### config.mk
export PLATFORM = sky130hd
export DESIGN_NAME = ccs_exec
export DESIGN_NICKNAME = d
export VERILOG_FILES = /design/src/verilog/ccs_pkg.sv /design/src/verilog/ccs_q_if.sv /design/src/verilog/ccs_qgen.sv /design/src/verilog/ccs_exec.sv
export SDC_FILE = /design/constraint.sdc
export NUM_CORES = 1
export LEC_CHECK = 0
export ABC_AREA = 1
export BUFFER_PORTS_ARGS = -buffer_cell sky130_fd_sc_hd__buf_2
export CAP_MARGIN = 10
export CORE_MARGIN = 1.5
export CORE_UTILIZATION = 52
export DETAILED_ROUTE_END_ITERATION = 8
export PLACE_DENSITY = 0.82
export SYNTH_ARGS = -nofsm -noshare
export SYNTH_HDL_FRONTEND = slang
export SYNTH_SLANG_ARGS = --single-unit
### constraint.sdc
create_clock -name ref_clk_in -period 2 [get_ports ref_clk_in]
set_input_delay 0.2 -clock ref_clk_in [delete_from_list [all_inputs] [get_ports ref_clk_in]]
set_output_delay 0.2 -clock ref_clk_in [all_outputs]
set_load 0.05 [all_outputs]
### src/verilog/ccs_pkg.sv
package ccs_pkg;

    // ****************************************
    // Widths
    // ****************************************
    localparam int DATA_W = 8;
    localparam int ADDR_W = 12;
    localparam int INSTR_W = 16;
    localparam int BANK_W = 4;
    localparam int REG_AW = 3;

    // ****************************************
    // Opcodes and addressing
    // ****************************************
    localparam logic [5:0] OPC_INVERT = 6'h07;
    localparam logic [6:0] OPC_CMPEQ = 7'h31;
    localparam logic [7:0] ILO_MAX = 8'h5F;
    localparam logic [ADDR_W-1:0] ACC_LO_BASE = 12'h000;
    localparam logic [ADDR_W-1:0] ACC_HI_BASE = 12'hF00;

    // Instruction field positions
    localparam int F_LSB = 0;
    localparam int F_MSB = 7;
    localparam int A_BIT = 8;
    localparam int D_BIT = 9;

    // ****************************************
    // Register map
    // ****************************************
    localparam logic [REG_AW-1:0] REG_WORK = 3'h0;
    localparam logic [REG_AW-1:0] REG_STATUS = 3'h1;
    localparam logic [REG_AW-1:0] REG_BANK = 3'h2;
    localparam logic [REG_AW-1:0] REG_CTRL = 3'h3;
    localparam logic [REG_AW-1:0] REG_IDX_LO = 3'h4;
    localparam logic [REG_AW-1:0] REG_IDX_HI = 3'h5;
    localparam logic [REG_AW-1:0] REG_EXEC = 3'h6;

    localparam int ST_Z_BIT = 0;
    localparam int ST_N_BIT = 1;
    localparam int CTRL_EXT_BIT = 0;
    localparam int EXEC_SKIP_BIT = 0;
    localparam int EXEC_TWO_BIT = 1;

    localparam logic [DATA_W-1:0] WORK_RST = 8'h00;
    localparam logic [BANK_W-1:0] BANK_RST = 4'h0;
    localparam logic [ADDR_W-1:0] IDX_RST = 12'h000;

    // ****************************************
    // Quarter cycles
    // ****************************************
    localparam logic [1:0] Q1 = 2'h0;
    localparam logic [1:0] Q2 = 2'h1;
    localparam logic [1:0] Q3 = 2'h2;
    localparam logic [1:0] Q4 = 2'h3;
    localparam int QDIV_DEF = 4;

    typedef enum logic [0:0] {EX_RUN, EX_SKIP} ccs_fsm_t;

endpackage

### src/verilog/ccs_q_if.sv
`timescale 1ns/1ns
interface ccs_q_if;
    logic tick;
    logic [1:0] phase;
    modport src (output tick, output phase);
    modport snk (input tick, input phase);
endinterface

### src/verilog/ccs_qgen.sv
`timescale 1ns/1ns
module ccs_qgen
    import ccs_pkg::*;
#(
    parameter int QDIV = QDIV_DEF
)
(
    input wire logic ref_clk_in, // Core clock
    input wire logic rst_in,     // Sync reset, high
    ccs_q_if.src q_out           // Quarter tick and phase
);
    localparam int CW = (QDIV > 1) ? $clog2(QDIV) : 1;
    localparam logic [CW-1:0] CNT_TOP = CW'(QDIV - 1);
    localparam logic [CW-1:0] CNT_ZERO = '0;

    typedef struct packed {
        logic [CW-1:0] cnt;
        logic [1:0] q;
        logic tick;
    } ccs_qstate_t;

    ccs_qstate_t st;
    ccs_qstate_t next_st;

    always_comb
    begin
        next_st = st;
        next_st.tick = 1'b0;
        if (st.cnt == CNT_TOP)
        begin
            next_st.cnt = CNT_ZERO;
            next_st.tick = 1'b1;
            next_st.q = st.q + 2'h1;
        end
        else
        begin
            next_st.cnt = st.cnt + CW'(1);
        end
    end

    always_ff @(posedge ref_clk_in)
    begin
        if (rst_in)
        begin
            st.cnt <= CNT_ZERO;
            // First tick after reset lands on Q1
            st.q <= Q4;
            st.tick <= 1'b0;
        end
        else
        begin
            st <= next_st;
        end
    end

    assign q_out.tick = st.tick;
    assign q_out.phase = st.q;

endmodule

### src/verilog/ccs_exec.sv
// The placing of the registers and the plain strobed port were left to the implementer.
`timescale 1ns/1ns

module ccs_exec
    import ccs_pkg::*;
#(
    parameter int QDIV = QDIV_DEF
)
(
    input wire logic ref_clk_in,                 // Core clock
    input wire logic rst_in,                     // Sync reset, high
    input wire logic [INSTR_W-1:0] instr_in,     // Fetched instruction word
    input wire logic instr_valid_in,             // Fetched word present
    input wire logic instr_two_word_in,          // Fetched word opens 2-word op
    output logic instr_take_out,                 // Word taken at Q1
    output logic instr_discard_out,              // Taken word is discarded
    output logic [ADDR_W-1:0] mem_addr_out,      // Data memory address
    output logic mem_rd_out,                     // Data memory read pulse
    input wire logic [DATA_W-1:0] mem_rdata_in,  // Read data, next cycle
    output logic mem_we_out,                     // Data memory write pulse
    output logic [DATA_W-1:0] mem_wdata_out,     // Data memory write data
    output logic skip_out,                       // No-op cycle in progress
    input wire logic [REG_AW-1:0] reg_addr_in,   // Register address
    input wire logic [DATA_W-1:0] reg_wdata_in,  // Register write data
    input wire logic reg_wr_in,                  // Register write strobe
    input wire logic reg_rd_in,                  // Register read strobe
    output logic [DATA_W-1:0] reg_rdata_out      // Read data, next cycle
);

    // ****************************************
    // Decode helpers
    // ****************************************
    function automatic logic is_invert(input logic [INSTR_W-1:0] iw);
        return iw[INSTR_W-1:D_BIT+1] == OPC_INVERT;
    endfunction

    function automatic logic is_cmpeq(input logic [INSTR_W-1:0] iw);
        return iw[INSTR_W-1:A_BIT+1] == OPC_CMPEQ;
    endfunction

    function automatic logic [ADDR_W-1:0] ea(input logic [INSTR_W-1:0] iw,
                                              input logic ext,
                                              input logic [BANK_W-1:0] bank,
                                              input logic [ADDR_W-1:0] idx);
        logic [7:0] f;
        f = iw[F_MSB:F_LSB];
        if (iw[A_BIT])
            return {bank, f};
        else if (ext && f <= ILO_MAX)
            return idx + {4'h0, f};
        else if (f <= ILO_MAX)
            return ACC_LO_BASE | {4'h0, f};
        else
            return ACC_HI_BASE | {4'h0, f};
    endfunction

    // ****************************************
    // State
    // ****************************************
    typedef struct packed {
        ccs_fsm_t fsm;
        logic [1:0] skip_left;
        logic skip_first;
        logic two_word;
        logic op_inv;
        logic op_cmp;
        logic dest_f;
        logic [ADDR_W-1:0] addr;
        logic [DATA_W-1:0] operand;
        logic [DATA_W-1:0] result;
        logic equal;
        logic [DATA_W-1:0] work;
        logic flag_n;
        logic flag_z;
        logic [BANK_W-1:0] bank;
        logic ext_en;
        logic [ADDR_W-1:0] idx;
        logic [DATA_W-1:0] rdata;
        logic mem_rd;
        logic mem_we;
        logic [DATA_W-1:0] wdata;
    } ccs_state_t;

    ccs_state_t st;
    ccs_state_t next_st;
    ccs_q_if q_bus();

    ccs_qgen #(
        .QDIV(QDIV)
    ) u_qgen (
        .ref_clk_in(ref_clk_in),
        .rst_in(rst_in),
        .q_out(q_bus)
    );

    logic q1;
    logic q2;
    logic q3;
    logic q4;
    assign q1 = q_bus.tick && (q_bus.phase == Q1);
    assign q2 = q_bus.tick && (q_bus.phase == Q2);
    assign q3 = q_bus.tick && (q_bus.phase == Q3);
    assign q4 = q_bus.tick && (q_bus.phase == Q4);

    // ****************************************
    // Next state
    // ****************************************
    always_comb
    begin
        next_st = st;
        next_st.mem_rd = 1'b0;
        next_st.mem_we = 1'b0;

        // Software writes first so execution wins a same-cycle clash
        if (reg_wr_in)
        begin
            case (reg_addr_in)
                REG_WORK: next_st.work = reg_wdata_in;
                REG_STATUS:
                begin
                    next_st.flag_n = reg_wdata_in[ST_N_BIT];
                    next_st.flag_z = reg_wdata_in[ST_Z_BIT];
                end
                REG_BANK: next_st.bank = reg_wdata_in[BANK_W-1:0];
                REG_CTRL: next_st.ext_en = reg_wdata_in[CTRL_EXT_BIT];
                REG_IDX_LO: next_st.idx[DATA_W-1:0] = reg_wdata_in;
                REG_IDX_HI: next_st.idx[ADDR_W-1:DATA_W] = reg_wdata_in[ADDR_W-DATA_W-1:0];
                default: ;
            endcase
        end

        if (reg_rd_in)
        begin
            case (reg_addr_in)
                REG_WORK: next_st.rdata = st.work;
                REG_STATUS:
                begin
                    next_st.rdata = '0;
                    next_st.rdata[ST_N_BIT] = st.flag_n;
                    next_st.rdata[ST_Z_BIT] = st.flag_z;
                end
                REG_BANK: next_st.rdata = {4'h0, st.bank};
                REG_CTRL: next_st.rdata = {7'h00, st.ext_en};
                REG_IDX_LO: next_st.rdata = st.idx[DATA_W-1:0];
                REG_IDX_HI: next_st.rdata = {4'h0, st.idx[ADDR_W-1:DATA_W]};
                REG_EXEC:
                begin
                    next_st.rdata = '0;
                    next_st.rdata[EXEC_SKIP_BIT] = (st.fsm == EX_SKIP);
                    next_st.rdata[EXEC_TWO_BIT] = st.two_word;
                end
                default: next_st.rdata = '0;
            endcase
        end

        case (st.fsm)
            EX_RUN:
            begin
                if (q1)
                begin
                    // Unknown opcodes pass through as no-ops here
                    next_st.op_inv = instr_valid_in && is_invert(instr_in);
                    next_st.op_cmp = instr_valid_in && is_cmpeq(instr_in);
                    next_st.dest_f = instr_in[D_BIT];
                    next_st.addr = ea(instr_in, st.ext_en, st.bank, st.idx);
                end
                if (q2 && (st.op_inv || st.op_cmp))
                begin
                    next_st.mem_rd = 1'b1;
                end
                if (q3)
                begin
                    next_st.operand = mem_rdata_in;
                    next_st.result = ~mem_rdata_in;
                    // Unsigned subtraction, result used only for equality
                    next_st.equal = (mem_rdata_in - st.work) == '0;
                end
                if (q4 && st.op_inv)
                begin
                    next_st.flag_n = st.result[DATA_W-1];
                    next_st.flag_z = (st.result == '0);
                    if (st.dest_f)
                    begin
                        next_st.mem_we = 1'b1;
                        next_st.wdata = st.result;
                    end
                    else
                    begin
                        next_st.work = st.result;
                    end
                end
                if (q4 && st.op_cmp && st.equal)
                begin
                    next_st.fsm = EX_SKIP;
                    next_st.skip_left = 2'h1;
                    next_st.skip_first = 1'b1;
                    next_st.two_word = 1'b0;
                end
                if (q4)
                begin
                    next_st.op_inv = 1'b0;
                    next_st.op_cmp = 1'b0;
                end
            end
            EX_SKIP:
            begin
                if (q1 && st.skip_first)
                begin
                    next_st.skip_first = 1'b0;
                    if (instr_two_word_in)
                    begin
                        next_st.skip_left = 2'h2;
                        next_st.two_word = 1'b1;
                    end
                end
                if (q4)
                begin
                    next_st.skip_left = st.skip_left - 2'h1;
                    if (st.skip_left == 2'h1)
                    begin
                        next_st.fsm = EX_RUN;
                        next_st.two_word = 1'b0;
                    end
                end
            end
            default: next_st.fsm = EX_RUN;
        endcase
    end

    always_ff @(posedge ref_clk_in)
    begin
        if (rst_in)
        begin
            st <= '0;
            st.fsm <= EX_RUN;
            st.work <= WORK_RST;
            st.bank <= BANK_RST;
            st.idx <= IDX_RST;
        end
        else
        begin
            st <= next_st;
        end
    end

    // ****************************************
    // Outputs
    // ****************************************
    assign instr_take_out = q1 && instr_valid_in;
    // Discarded word still counts as taken so fetch advances past it
    assign instr_discard_out = q1 && instr_valid_in && (st.fsm == EX_SKIP);
    assign mem_addr_out = st.addr;
    assign mem_rd_out = st.mem_rd;
    assign mem_we_out = st.mem_we;
    assign mem_wdata_out = st.wdata;
    assign skip_out = (st.fsm == EX_SKIP);
    assign reg_rdata_out = st.rdata;

endmodule

### Word level (Yosys, flattened, before mapping)

Cells that the tools add are included.

* register bits after elaboration: 79
* bits in latches: 0
* memory bits (writable): 0
* memory bits (read-only): 0
* output and inout port bits: 33
* memories: 0

* $add $sub $neg: 5
* $mul: 0
* div/mod/pow operators: 0
* magnitude comparators: 1
* equality and inequality tests: 17
* shift-type cells: 0
* muxes and demuxes: 28
* bitwise gates (word level): 3
* reduce and logical (&&, ||, !) cells: 33

Operators with widths (number)
* 8-bit case mux with 7 select lines: 1
* 12-bit two-way mux: 3
* 27-bit two-way mux: 1
* 8-bit two-way mux: 3
* 10-bit two-way mux: 2
* 8-bit logical NOT: 2
* 2-bit AND reduction: 8
* 15-bit two-way mux: 1
* 1-bit logical AND: 14
* 12-bit by 8-bit adder with 12-bit output: 1
* 4-bit two-way mux: 3
* 5-bit case mux with 2 select lines: 1
* 3-bit equality test, second input constant: 3
* 9-bit two-way mux: 1
* 8-bit by 7-bit <= comparator with 1-bit output, second input constant: 1
* 8-bit inverter: 1
* 8-bit subtractor: 1
* 7-bit by 6-bit equality test with 1-bit output, second input constant: 1
* 1-bit two-way mux: 7
* 2-bit equality test, second input constant: 3
* 3-bit by 2-bit equality test with 1-bit output, second input constant: 2
* 6-bit by 3-bit equality test with 1-bit output, second input constant: 1
* 2-bit two-way mux: 3
* 3-bit AND reduction: 2
* 17 further kinds: 21

### Depth between registers and ports, before layout

Gate-level depths: netlist of the first run.

* depth after elaboration: 7
* gate-level depth with buffers: 11
* gate-level depth less buffers: 11

### Cells and area by module

Synthesis of the first run repeated with hierarchy kept, for this count alone.

* cell total of the unflattened synthesis: 631
* area, all modules: 4396.7 um^2

Modules (own cells, without submodules)
* ccs_exec: times used 1, cells an instance 607, area each 4192.8 um^2, sequential area each 1481.4 um^2
* ccs_qgen: times used 1, cells an instance 24, area each 203.9 um^2, sequential area each 100.1 um^2

### Worst setup path after synthesis of the first run

Ideal clock, no wire load.

* path kind: reg2out
* from: reg st (netlist bit skip_out)
* to: out instr_discard_out
* data arrival time: 1.640 ns
* setup slack: 0.160 ns
* stages on the path, launching flop included: 4
* buffers on the path: 1
* cell sequence: dfxtp_1 -> buf_4 -> inv_1 -> nor2_1

* word-level cells in the longest chain between the ends: 1

Ends and longest elaborated chain
* start, declared: line ccs_exec.sv:84 `ccs_state_t st;`
* start signal, assigned: line ccs_exec.sv:242 `st <= next_st;`
* 1-bit logical AND: line ccs_exec.sv:251 `assign instr_discard_out = q1 && instr_valid_in && (st.fsm == EX_SKIP);`
* end, declared: line ccs_exec.sv:16 `output logic instr_discard_out,`

Every way passes these cells.

### Worst setup path in the final report of the first run

* from: reg u_qgen.st (netlist bit u_qgen.q_out.phase[0])
* to: out instr_discard_out

* word-level cells in the longest chain between the ends: 4

Ends and longest elaborated chain
* start, declared: line ccs_qgen.sv:22 `ccs_qstate_t st;`
* start signal, assigned: line ccs_qgen.sv:52 `st <= next_st;`
* 2-bit logical NOT: line ccs_exec.sv:100 `assign q1 = q_bus.tick && (q_bus.phase == Q1);`
* 1-bit logical AND: line ccs_exec.sv:100
* 1-bit logical AND (2 in series): line ccs_exec.sv:251

Every way passes these cells.

==> run metrics, run 1 <==
HPWL Detailed approximately 8300 µm; worst-case clock buffer depth 2; GP Congestion approximately 0.94; synth cell count leaders nand2_1, dfxtp_1, inv_1, a21oi_1, o21ai_0; Post-Synthesis Cells 630; Max Clock Freq between 0.5 and 0.6 GHz; FF-to-FF setup slack about 0.22 ns; Area contributors post-synth dfxtp_1, nand2_1, a21oi_1, o21ai_0, inv_1; Hold Crit Depth 2; ys async rst share 0; Reg2Reg Launch Point st[18]$_SDFFE_PP0P_; Most used DFF post-synth dfxtp_1; fin util 0.589; Peak supply drop around 320 µV; CP arrival about 1.6 ns; DR iter-0 viols between 200 and 300; Clock Sinks 79; fin crit share 0.911; Post-synth EDFFs 0; startpoint of the worst hold path mem_rdata_in[5]; Slew Limit Headroom 0.665; Initial Util 0.538; Syn Nets 693; Leakage Power 2.32 nW; hold buffer count at cts 0; pin count of the biggest net entering global routing between 50 and 60; Post-CTS Setup Repair Bufs 0; grt total ovfl 0; final hold violation count 0; Power Dens Cells roughly 660 nW/µm²; Slew Viols, Final 0; Worst Hold Endpoint st[51]$_SDFFE_PP0P_; Final min period between 1.5 and 2 ns; Die Y-Extent between 90 and 100 µm; H-tree Lvls 3; Syn. warnings 0; MaxCap Viol Count 0; Root Driver clkbuf_8; Die Footprint between 9000 and 10,000 µm²; layout cell share with drive strength beyond 1 0.162; Std-Cell Rows 33; count leader, synth nand2_1; vias 4,218; share of the synthesized area in the top cell type 0.356; Worst setup SP type register; drt total wl 10,900 µm; CTS tree built; Final #Nets between 700 and 800; Post-route DRC 0; skew final about 0.0086 ns; worst-path maximum fanout 4; sequential area share after synthesis 0.356; Mean Syn Cell Area around 7.0 µm²; drt pass-1 iters 5; kind of critical path reg2out; core footprint between 8000 and 9000 µm²; PortBufs 73; reg2reg path depth 10; worst r2r dst mem_addr_out[8]$_SDFFE_PP0P_; vias per inst 5.38; first-pass GRT wire length about 18,000 µm; Tightest Hold Check Type in2reg; cell taking the most area after synthesis dfxtp_1; routed len/inst approximately 14 µm; post-cts sizing count 0; die span in x 95.4 µm; Yosys reg bits 79; Layout area overhead 9.52%; Worst-path clk slew approximately 0.08 ns; number of global-route vias before repair between 3,000 and 4,000; final setup TNS 0 ns; number of antenna violations at the first check in global routing 0; clock buffer count from CTS 9; clk_lat worst skew ~0.36 ns; CP endpoint kind primary output; Netlist cell types 38; io pins 74; Inserted Diodes 0; Antenna Nets Post-Route 0; final setup fails 0; RSZ-0062 raised after global routing no; GRT Resource Usage Total 0.256; WP data required roughly 1.8 ns; Worst-Margin Slew ~0.5 ns; Netlist Area Pre-Place roughly 4400 µm²; status finished, final reports clean
==> critical path, stage by stage, from the launching register on <==
cell and delay (ns):
dfxtp_1 0.34, inv_1 0.11, ha_1 0.15, nand2_1 0.11
inv_1 0.14, nand2_1 0.08, nor2_1 0.08, buf_2 0.26
==> logic make-up after synthesis <==
family / count (synthesis) / synth area share
DFF: 79 / 0.356
adders and majority gates: 22 / 0.0637
and+or+nand+nor: 229 / 0.230
buffers and inverters: 128 / 0.139
AOI/OAI and AO/OA: 168 / 0.203
xor gates and xnor gates: 4 / 0.00789
==> how the worst max path moves through the flow <==
stage                                             startpoint                            to  slack [ns]  depth (start not counted)
after floorplan                          skip_out$_SDFF_PP0_             instr_discard_out        0.16                          3
after global placement                   st[18]$_SDFFE_PP0P_  mem_addr_out[8]$_SDFFE_PP0P_        0.31                         11
final                     u_qgen.q_out.phase[0]$_SDFFE_PP1P_             instr_discard_out        0.18                          7
after CTS                 u_qgen.q_out.phase[0]$_SDFFE_PP1P_                instr_take_out        0.15                          7
after global routing      u_qgen.q_out.phase[0]$_SDFFE_PP1P_             instr_discard_out       0.003                          7
after detailed placement                 st[18]$_SDFFE_PP0P_  mem_addr_out[8]$_SDFFE_PP0P_        0.25                         10
==> sequential cells by signal, indices dropped and copies added (netlist names) <==
name and count:
st 43, u_qgen.q_out.phase 2, mem_addr_out 12, u_qgen.st 2, mem_we_out 1, u_qgen.q_out.tick 1, mem_wdata_out 8, skip_out 1
reg_rdata_out 8, mem_rd_out 1
==> per-layer routing <==
metal,track usage,share of wire,vias up
met1,0.317,0.45,1902
met3,0.0423,0.056,24
met5,0,0,-
met4,0.125,0.035,0
li1,-,-,2154
met2,0.431,0.46,138
==> layout make-up <==
type | instances | area (µm²)
fill | 823 | 3390
multi-input combinational | 423 | 2240
sequential | 79 | 1580
timing repair buffer | 78 | 405
inverter | 84 | 318
tap | 105 | 131
clock buffer | 10 | 128
clock inverter | 5 | 58.8
==> placed cells by master, fill, tap and decap left out, drive strengths merged, types with 2 or more instances in the layout <==
cell      count
o21bai        3
clkbuf       11
nand4         9
o22ai         9
a31oi         2
o211ai        8
nor3b         2
clkinvlp      2
xor2          4
nand3b        2
buf          77
a21oi        73
nor4          2
dfxtp        79
inv          85
a211oi        2
o21ai        68
nand2       114
nor3          5
nand3        32
nor2         62
ha           21
==> report_power, final <==
| group | total, mW | switching, mW | internal [mW] | leakage, nW |
|---|---|---|---|---|
| registers | 1.64 | 0.0293 | 1.61 | 0.639 |
| clock network | 1.18 | 0.603 | 0.572 | 0.0888 |
| logic | 0.395 | 0.255 | 0.141 | 1.60 |
| total | 3.21 | 0.887 | 2.33 | 2.32 |
==> stage by stage <==
stage	setup slack [ns]	hold slack, ns	power, mW	instances	cell area [µm²]
finish	0.179	0.0293	3.21	784	4860
global placement	0.309	0.400	2.06	769	4670
detailed placement	0.252	0.403	2.07	769	4670
CTS	0.153	0.0223	3.22	784	4860
global route	0.00345	0.0276	3.35	784	4860
floorplan	0.160	0.290	1.94	630	4440
(Power assumes the default switching activity.)
==> run 2, diff against run 1 <==
CORE_UTILIZATION = 35   (was 52)
PLACE_DENSITY = 0.61   (was 0.82)
==> run 2 against run 1 <==
Net effect:
- combinational power barely moved
- die area is 47% higher
- register-to-register slack about the same
- flip-flop and latch count unchanged
- critical path type unchanged
- highest routed layer unchanged
- power rose by 11%
- global-route usage down 7.1 points
- non-clock buffer count stayed put
- clock skew decreased by 0.0027 ns
==> run metrics, run 2 (synthesized netlist as in run 1, its figures left out) <==
Final min period roughly 1.9 ns; Max Clock Freq 0.535 GHz; Inserted Diodes 0; Worst-path clk slew around 0.06 ns; Peak supply drop around 400 µV; core footprint ~12,000 µm²; layout cell share with drive strength beyond 1 0.163; number of global-route vias before repair between 3,000 and 4,000; vias per inst 4.84; skew final 0.00587 ns; met2 wire len 5540 µm; Root Driver clkbuf_16; Die Footprint about 13,000 µm²; commonest non-fill, non-tap cell in the layout nand2_1; post-cts sizing count 0; Slew Viols, Final 0; drt total wl 11,600 µm; clock buffer count from CTS 9; M1 wire length between 5000 and 6000 µm; status finished, final reports clean; Top Metal Used met4; Slew Limit Headroom 0.664; Largest register FFs between 40 and 50; GP Congestion 0.851; logic gate share of total power 0.111; PortBufs 73; area of the multi-input gates between 2000 and 2500 µm²; Die Y-Extent between 100 and 150 µm; switching power between 0.9 and 1 mW; Final #Nets 738; MaxCap Viol Count 0; WP data required 1.80 ns; H-tree Lvls 3; RSZ-0062 raised after global routing no; Power Dens Cells approximately 710 nW/µm²; Worst setup SP type register; Worst-Margin Slew approximately 0.5 ns; CP arrival between 1.5 and 2 ns; Worst Setup SP u_qgen.q_out.phase[0]$_SDFFE_PP1P_; worst-case clock buffer depth 2; clock share of power 0.429; startpoint of the worst hold path mem_rdata_in[7]; Post-route DRC 0; fin util 0.412; Std-Cell Rows 40; storage element area around 1600 µm²; Fillers between 1,000 and 1,500; final setup fails 0; filler-free cell count of the finished design approximately 850; fin crit share 0.935; grt total ovfl 0; Tightest Hold Check Type in2reg; commonest non-fill, non-tap cells in the layout nand2_1, dfxtp_1, inv_1; GRT Resource Usage Total 0.186; Antenna Nets Post-Route 0; pin count of the biggest net entering global routing between 50 and 60; die span in x 116 µm; Top reg by flops st; worst-path maximum fanout 4; Placed Cells ~830; final hold violation count 0; DR WL met3 about 550 µm; Sw Share 0.266; CP endpoint kind primary output; vias between 4,000 and 5,000; io pins 74; Pwr Total 3.58 mW; Layout area overhead 13.2%; Int Pwr about 2.6 mW; drt pass-1 iters 4; Initial Util 0.364; HPWL Detailed 9040 µm; CTS tree built; Clock Sinks roughly 80; first-pass GRT wire length about 19,000 µm; kind of critical path reg2out; sequential share of power 0.460; DR iter-0 viols between 100 and 150; Post-CTS Setup Repair Bufs 0; hold buffer count at cts 0; routed len/inst about 14 µm; Hold Crit Depth 2; Leakage Power about 2.4 nW; reg2reg path depth 10; Reg2Reg Launch Point st[18]$_SDFFE_PP0P_; clk_lat worst skew 0.34 ns; final setup TNS 0 ns; number of antenna violations at the first check in global routing 0
[run 2: routing by layer]
| metal | vias to the layer above | GRT usage |
|---|---|---|
| li1 | 2155 | - |
| met2 | 97 | 0.316 |
| met1 | 1842 | 0.230 |
| met4 | 0 | 0.0618 |
| met3 | 14 | 0.0460 |
| met5 | - | 0 |
[run 2: path summary, 6_finish.rpt]
kind / slack, ns / endpoint
setup / recovery: 0.13 / instr_take_out
hold / removal: 0.05 / st[53]$_SDFFE_PP0P_
setup reg to reg: 0.23 / mem_addr_out[8]$_SDFFE_PP0P_
hold reg to reg: 0.42 / u_qgen.st[3]$_SDFF_PP0_
[run 2: power by group through the flow]
stage | registers, mW | logic, mW | clock network [mW]
3_5_place_dp | 1.68 | 0.395 | 0
2_1_floorplan | 1.67 | 0.273 | 0
4_1_cts | 1.64 | 0.397 | 1.58
6_report | 1.64 | 0.397 | 1.54
5_1_grt | 1.65 | 0.453 | 1.66
3_3_place_gp | 1.68 | 0.387 | 0
[run 2: area by class of cell]
cell class,instances,area share
timing repair buffer,78,0.0801
clock inverter,5,0.00622
multi-input combinational,423,0.446
clock buffer,11,0.0483
sequential,79,0.315
inverter,84,0.0632
tap,168,0.0418
[run 2: worst max-delay path, stage by stage, from the launching register on]
cell and delay [ns]:
dfxtp_1 0.33, inv_1 0.13, ha_1 0.17, nand2_1 0.12, inv_1 0.15, nand2_1 0.08
inv_1 0.09, buf_2 0.27
[run 2: stage by stage]
stage / hold WS [ns] / cell area, µm² / setup slack, ns
3_3_place_gp: 0.403 / 4750 / 0.266
2_1_floorplan: 0.290 / 4440 / 0.160
3_5_place_dp: 0.404 / 4750 / 0.220
6_report: 0.0521 / 5030 / 0.131
4_1_cts: 0.0363 / 5030 / 0.129
5_1_grt: 0.0409 / 5030 / 0.00613
